**config.mk**
```make
export PLATFORM = sky130hd
export DESIGN_NAME = rfct_top
export DESIGN_NICKNAME = d
export VERILOG_FILES = /design/src/shared/rfct_pkg.sv /design/src/shared/rfct_timer_if.sv /design/src/hw/rfct_bp_timer.sv /design/src/hw/rfct_top.sv
export SDC_FILE = /design/constraint.sdc
export NUM_CORES = 1
export LEC_CHECK = 0
export BUFFER_PORTS_ARGS = -buffer_cell sky130_fd_sc_hd__buf_2
export CORE_MARGIN = 2
export CORE_UTILIZATION = 40
export DETAILED_ROUTE_END_ITERATION = 12
export SYNTH_ARGS = -nofsm -noshare
export SYNTH_HDL_FRONTEND = slang
export SYNTH_SLANG_ARGS = --single-unit
```
**constraint.sdc**
```tcl
create_clock -name clk_sys -period 8.3 [get_ports clk_sys]
set_clock_uncertainty 0.2 [all_clocks]
set_input_delay 1.66 -clock clk_sys [delete_from_list [all_inputs] [get_ports clk_sys]]
set_output_delay 1.66 -clock clk_sys [all_outputs]
set_load 0.1 [all_outputs]
```
**src/shared/rfct_pkg.sv**
```systemverilog
// Constants and types for the receive FIFO flow control trigger.
// Assumes one system clock at 100 MHz.
package rfct_pkg;

    localparam int CLK_NS = 10;
    // Back pressure is timed in ticks of 100 ns, so 2.2 us resolves exactly.
    localparam int TICK_NS = 100;
    localparam int TICK_CYCLES = (TICK_NS + CLK_NS - 1) / CLK_NS;

    localparam int BP_SHORT_STEP_NS = 5000;
    localparam int BP_CODE3_NS = 25000;
    localparam int BP_LONG_STEP_NS = 50000;
    localparam int BP_10M_EXTRA_NS = 2200;

    localparam logic [12:0] BP_SHORT_TICKS = 13'(BP_SHORT_STEP_NS / TICK_NS);
    localparam logic [12:0] BP_CODE3_TICKS = 13'(BP_CODE3_NS / TICK_NS);
    localparam logic [12:0] BP_LONG_TICKS = 13'(BP_LONG_STEP_NS / TICK_NS);
    localparam logic [12:0] BP_10M_TICKS = 13'(BP_10M_EXTRA_NS / TICK_NS);

    localparam logic [3:0] BP_CODE_LONG_BASE = 4'h3;
    localparam int MARK_UNIT_SHIFT = 6;
    localparam int LEVEL_W = 14;

    localparam logic [7:0] MARK_RESET = 8'h00;
    localparam logic [3:0] BP_CODE_RESET = 4'h0;

    typedef enum logic [0:0] {
        FD_IDLE = 1'b0,
        FD_PAUSED = 1'b1
    } rfct_fd_state_type;

endpackage

```
**src/shared/rfct_timer_if.sv**
```systemverilog
// Link between the flow trigger and its back pressure timer.
// Assumes both ends run on the same system clock.
`timescale 1ns/1ps
interface rfct_timer_if;
    logic start;
    logic [3:0] code;
    logic speed100;
    logic busy;
    modport ctl (output start, output code, output speed100, input busy);
    modport tmr (input start, input code, input speed100, output busy);
endinterface

```
**src/hw/rfct_bp_timer.sv**
```systemverilog
// Back pressure duration timer driven by a 100 ns tick divider.
// Assumes start is a one-cycle pulse on the system clock.
`timescale 1ns/1ps
module rfct_bp_timer
    import rfct_pkg::*;
#(
    parameter int TICKS = TICK_CYCLES
) (
    input wire logic clk_sys,
    input wire logic reset,
    rfct_timer_if.tmr tif
);

    function automatic logic [12:0] dur_ticks(input logic [3:0] c,
                                             input logic s100);
        logic [12:0] base;
        base = 13'h0000;
        if (c == BP_CODE_LONG_BASE) begin
            base = BP_CODE3_TICKS;
        end else if (c < BP_CODE_LONG_BASE) begin
            base = 13'(({9'h000, c} + 13'h0001) * BP_SHORT_TICKS);
        end else begin
            base = 13'(({9'h000, c} - {9'h000, BP_CODE_LONG_BASE})
                   * BP_LONG_TICKS);
        end
        return s100 ? base : 13'(base + BP_10M_TICKS);
    endfunction

    logic [12:0] remain_q, remain_d;
    logic [15:0] div_q, div_d;
    logic speed_q, speed_d;
    wire logic tick = (div_q == 16'(TICKS - 1));
    wire logic [12:0] loadVal = dur_ticks(tif.code, tif.speed100);

    assign tif.busy = (remain_q != 13'h0000);

    always_comb begin
        remain_d = remain_q;
        div_d = tick ? 16'h0000 : 16'(div_q + 16'h0001);
        speed_d = speed_q;
        if (tif.start) begin
            // A new trigger restarts the period and realigns the divider.
            remain_d = loadVal;
            speed_d = tif.speed100;
            div_d = 16'h0000;
        end else if (tick && tif.busy) begin
            remain_d = 13'(remain_q - 13'h0001);
        end
    end

    always_ff @(posedge clk_sys) begin
        if (reset) begin
            remain_q <= 13'h0000;
            div_q <= 16'h0000;
            speed_q <= 1'b0;
        end else begin
            remain_q <= remain_d;
            div_q <= div_d;
            speed_q <= speed_d;
        end
    end

    chk_load_duration: assert property (
        @(posedge clk_sys) disable iff (reset)
        tif.start |=> remain_q == $past(loadVal))
        else $error("back pressure period loaded with wrong length");

    chk_speed_latched: assert property (
        @(posedge clk_sys) disable iff (reset)
        tif.start |=> speed_q == $past(tif.speed100))
        else $error("link speed not captured at start of back pressure");

endmodule

```
**src/hw/rfct_top.sv**
```systemverilog
// Receive FIFO flow control trigger: pause requests and back pressure.
// Assumes MAC status inputs are on clk_sys; nothing here is asynchronous.
`timescale 1ns/1ps

module rfct_top
    import rfct_pkg::*;
#(
    parameter int BP_TICK_CYCLES = TICK_CYCLES
) (
    input wire logic clk_sys,
    input wire logic reset,
    input wire logic flowCtlAnyFrame,
    input wire logic flowCtlOnGroupFrame,
    input wire logic flowCtlOnAllStationFrame,
    input wire logic flowCtlOnOwnFrame,
    input wire logic [7:0] flowHighMark,
    input wire logic [7:0] flowLowMark,
    input wire logic [3:0] backpressureTimeCode,
    input wire logic [LEVEL_W-1:0] rxFifoLevel,
    input wire logic fullDuplex,
    input wire logic speed100,
    input wire logic txEnable,
    input wire logic rxPreamble,
    input wire logic rxAddrDone,
    input wire logic rxIsGroup,
    input wire logic rxIsBroadcast,
    input wire logic rxIsOwn,
    input wire logic txWindow,
    output logic pauseReq,
    output logic pauseZero,
    output logic backpressure,
    output logic highReached
);

    ////////////////////////////////////////////////////////////////////////
    // Threshold decode

    wire logic [LEVEL_W-1:0] highBytes =
        LEVEL_W'({flowHighMark, {MARK_UNIT_SHIFT{1'b0}}});
    wire logic [LEVEL_W-1:0] lowBytes =
        LEVEL_W'({flowLowMark, {MARK_UNIT_SHIFT{1'b0}}});
    wire logic levelHigh = (rxFifoLevel >= highBytes);
    wire logic belowLow = (rxFifoLevel < lowBytes);

    ////////////////////////////////////////////////////////////////////////
    // Half duplex trigger

    // The selected-address path only exists when any-frame is clear.
    wire logic addrMatch = rxAddrDone &&
        ((flowCtlOnGroupFrame && rxIsGroup) ||
         (flowCtlOnAllStationFrame && rxIsBroadcast) ||
         (flowCtlOnOwnFrame && rxIsOwn));
    wire logic frameHit = flowCtlAnyFrame ? rxPreamble : addrMatch;
    wire logic hdTrig = !fullDuplex && txEnable && levelHigh
                        && frameHit;

    rfct_timer_if tif ();
    assign tif.start = hdTrig;
    assign tif.code = backpressureTimeCode;
    assign tif.speed100 = speed100;

    rfct_bp_timer #(
        .TICKS(BP_TICK_CYCLES)
    ) u_timer (
        .clk_sys(clk_sys),
        .reset(reset),
        .tif(tif)
    );

    ////////////////////////////////////////////////////////////////////////
    // Full duplex pause requests, jam and high status registers

    rfct_fd_state_type fd_q, fd_d;
    logic req_q, req_d;
    logic zero_q, zero_d;
    logic jam_q, jam_d;
    logic high_q;

    wire logic fdArmed = fullDuplex && flowCtlAnyFrame && txEnable;
    wire logic granted = req_q && txWindow;
    wire logic reqFree = !req_q || granted;
    wire logic askHigh = fdArmed && fd_q == FD_IDLE && levelHigh;
    wire logic askZero = fdArmed && fd_q == FD_PAUSED && belowLow;

    always_comb begin
        fd_d = fd_q;
        req_d = req_q;
        zero_d = zero_q;
        // A pending pause waits for a window instead of cutting a frame.
        if (granted) begin
            req_d = 1'b0;
        end
        if (askHigh && reqFree) begin
            req_d = 1'b1;
            zero_d = 1'b0;
            fd_d = FD_PAUSED;
        end else if (askZero && reqFree) begin
            req_d = 1'b1;
            zero_d = 1'b1;
            fd_d = FD_IDLE;
        end
        if (!txEnable) begin
            req_d = 1'b0;
            fd_d = FD_IDLE;
        end
    end

    assign jam_d = tif.busy && txEnable && !fullDuplex;

    always_ff @(posedge clk_sys) begin
        if (reset) begin
            fd_q <= FD_IDLE;
            req_q <= 1'b0;
            zero_q <= 1'b0;
            jam_q <= 1'b0;
            high_q <= 1'b0;
        end else begin
            fd_q <= fd_d;
            req_q <= req_d;
            zero_q <= zero_d;
            jam_q <= jam_d;
            high_q <= levelHigh;
        end
    end

    assign pauseReq = req_q;
    assign pauseZero = zero_q;
    assign backpressure = jam_q;
    assign highReached = high_q;

    ////////////////////////////////////////////////////////////////////////
    // Checks

    chk_any_preamble: assert property (
        @(posedge clk_sys) disable iff (reset)
        !fullDuplex && txEnable && flowCtlAnyFrame && levelHigh && rxPreamble
        |=> tif.busy)
        else $error("any-frame trigger missed on preamble");

    chk_fd_needs_any: assert property (
        @(posedge clk_sys) disable iff (reset)
        $rose(req_q) |-> $past(flowCtlAnyFrame) && $past(fullDuplex))
        else $error("pause requested without any-frame option");

    chk_fd_immediate: assert property (
        @(posedge clk_sys) disable iff (reset)
        askHigh && !req_q |=> req_q && !zero_q)
        else $error("pause not requested at threshold");

    chk_pause_held: assert property (
        @(posedge clk_sys) disable iff (reset)
        req_q && !txWindow && txEnable |=> req_q)
        else $error("pending pause dropped before transmit window");

    chk_addr_override: assert property (
        @(posedge clk_sys) disable iff (reset)
        flowCtlAnyFrame && !rxPreamble |-> !hdTrig)
        else $error("address selection used while any-frame is set");

    chk_high_status: assert property (
        @(posedge clk_sys) disable iff (reset)
        rxFifoLevel >= {flowHighMark, 6'h00} |=> highReached)
        else $error("high mark reached but not reported");

    chk_zero_pause: assert property (
        @(posedge clk_sys) disable iff (reset)
        askZero && !req_q |=> req_q && zero_q && fd_q == FD_IDLE)
        else $error("zero pause not requested below low mark");

    chk_jam_follows: assert property (
        @(posedge clk_sys) disable iff (reset)
        hdTrig ##1 (txEnable && !fullDuplex) |=> backpressure)
        else $error("matching frame not jammed");

    chk_tx_disabled: assert property (
        @(posedge clk_sys) disable iff (reset)
        !txEnable |=> !pauseReq && !backpressure)
        else $error("flow control active with transmitter disabled");

endmodule

```
==> impl_results.md <==
- Status: completed
- Pleak: 1.80 nW
- Main synth FF type: dfxtp_1
- Die Width: 96.9 um
- GP Congestion: 0.950
- Syn Area/Cell: 8.26 sq um
- Crit-path max FO: 14
- Setup Buffers After CTS: 0
- Area grow syn2layout: 12.6%
- DRC violations left: 0
- Worst-path clk slew: 0.08 ns
- Startpoint Class: input pin
- # setup viols final: 0
- N_diodes: 0
- Clock latency on the worst-skew pair: 0.29 ns
- Slew Viols, Final: 0
- CTS max path bufs: 2
- Worst EP arrival: 5.99 ns
- Root Driver: clkbuf_8
- Post-placement setup slack: 1.97 ns
- Seq/Total Area, Yosys: 19.7%
- CTS buffer count: 5
- Via count: 2,899
- Initial antenna violation count: 0
- Setup TNS: 0 ns
- DRT antenna net count: 0
- Largest area contributor in the netlist: dfxtp_1
- Final wirelength: 7.37 mm
- Synth top area cells: dfxtp_1, ha_1, xnor2_1, nor2_1, xor2_1
- Core ar.: 0.00830 sq mm
- Hpwl dp: 6.09 mm
- Worst setup margin: 2.27 ns
- Share of layout cells above drive strength 1: 16.6%
- DP Area: 0.00377 sq mm
- Filler cells: 814
- Worst-margin pin slew: 0.709 ns
- Period Utilization, post-route: 72.7%
- Worst vdd rail ir drop: 0.0626 mV
- # IOs: 53
- CP Capture Type: flip-flop
- Chip Height: 96.9 um
- Syn Std Cell Area: 0.00345 sq mm
- Starting Density: 41.6%
- Post-synth top area share: 19.7%
- Async set-reset flop share out of synthesis: 0%
- Worst Hold Class: reg -> reg
- First-pass DRT Iterations: 4
- RSZ-0062 raised after global routing: no
- Commonest cells post-synth: ha_1, nor2_1, inv_1
- Post-Synthesis Cells: 418
- Post-CTS Resized: 0
- DR iter-0 viols: 125
- Min cycle time layout: 6.03 ns
- Synth warn: 0
- I/O Buffers: 52
- Yosys cell types: 65
- Row Count: 33
- Most frequent cell after synthesis: ha_1
- Largest net degree at the start of global routing: 25
- Combined area of the multi-input logic cells: 0.00254 sq mm
- Pwr dens: 166 mW/mm^2
- Rel. slew slack: 52.5%
- Worst EP required: 8.26 ns
- All-Layer GR Usage: 16.1%
- Via density: 5.09
- Max-Cap Viols: 0
- Sink Count: 34
- Critical path class: in -> reg
- Post-CTS Hold Buffers: 0
- Grt total ovfl: 0
- H-tree levels: 2
- Nets: 572
- Synthesized flop and latch total: 34
- First-pass GRT wire length: 13.0 mm
- Post-synth EDFFs: 0
- Final instance area: 0.00389 sq mm
- Mapped Nets: 526
- WL/cell: 12.9 um
- Flip-flop and latch area: 681 sq um
- Vias in the first global route: 2,908
- Die ar.: 0.00940 sq mm
- Fmax: 166 MHz
- CTS tree: yes
- Final hold vios: 0
## logic make-up after synthesis
| logic type | count (synthesis) | synth area share [%] |
|---|---|---|
| simple gates | 142 | 21.6 |
| fa+ha+maj | 59 | 22.7 |
| mux | 8 | 2.39 |
| flops | 34 | 19.7 |
| xor+xnor | 50 | 13.3 |
| compound gates | 69 | 13.5 |
| buf+inv | 56 | 6.85 |
## final timing paths
check | startpoint | to | slack, ns | cells past startpoint
worst max-delay path | backpressureTimeCode[0] | u_timer.remain_q[10]$_SDFFE_PP0P_ | 2.27 | 17
worst min-delay path | pauseZero$_SDFFE_PP0P_ | pauseZero$_SDFFE_PP0P_ | 0.27 | 2
worst min register to register | pauseZero$_SDFFE_PP0P_ | pauseZero$_SDFFE_PP0P_ | 0.27 | 2
worst max register to register | u_timer.remain_q[0]$_SDFFE_PP0P_ | u_timer.remain_q[2]$_SDFFE_PP0P_ | 5.67 | 9
## power by group
group	switching (mW)	internal [mW]	total, mW	leakage [nW]
Combinational	0.173	0.149	0.322	1.47
Clock	0.0622	0.0893	0.151	0.0504
Sequential	0.00406	0.167	0.171	0.275
## flip-flops by register name (all words and copies together), names as in the netlist
signal	cells
backpressure	1
u_timer.div_q	16
fd_q	1
pauseZero	1
highReached	1
pauseReq	1
u_timer.remain_q	13
## area by class of cell
type                       instances  share of cell area (%)
sequential                        34                    17.5
clock inverter                     3                    1.16
multi-input combinational        328                    65.3
clock buffer                       5                    1.77
tap                              105                    3.38
timing repair buffer              53                    6.89
inverter                          42                    4.05
## stage by stage
step           hold WS [ns]  utilization (%)  power (mW)  cells
6_report              0.266             46.9       0.645    570
5_1_grt               0.305             46.9       0.700    570
4_1_cts               0.267             46.9       0.648    570
3_5_place_dp          0.251             45.5       0.494    562
3_3_place_gp          0.237             45.5       0.492    562
2_1_floorplan         0.245                -       0.425    418
## cells in the final DEF, fill, tap and decap left out, types with 3 or more instances in the layout
cell type   n
a211oi_1    8
a21o_1      3
a21oi_1    21
and3_1      4
buf_2      52
clkbuf_8    5
dfxtp_1    34
fa_1        6
ha_1       53
inv_1      42
mux2i_1     6
nand2_1    22
nand2b_1    5
nand3_1    13
nand3b_1    3
nand4_1     5
nor2_1     50
nor2b_1     5
nor3_1      9
nor4_1      5
o211ai_1    3
o21a_1      3
o21ai_0    10
xnor2_1    27
xor2_1     21
## metal layers
metal  up-vias  part of all wire [%]  wire [um]  GRT usage [%]
li1       1534                     -          -              -
met1      1310                    50       3690           22.0
met2        51                    46       3390           26.9
met3         4                   3.6        264           2.67
met4         0                  0.39         29           2.82
met5         -                     0          0              0
## worst max-delay path: stages
cell and delay [ns]:
buf_2 0.23, inv_1 0.17, ha_1 0.39, xor2_1 0.39, xor2_1 0.19, ha_1 0.25, xnor2_1 0.23, fa_1 0.45
fa_1 0.52, inv_1 0.05, ha_1 0.31, a21oi_1 0.15, o21ai_0 0.09, a21oi_1 0.16, xnor3_1 0.42, a22oi_1 0.23
o31ai_2 0.10
(Power assumes the default switching activity.)
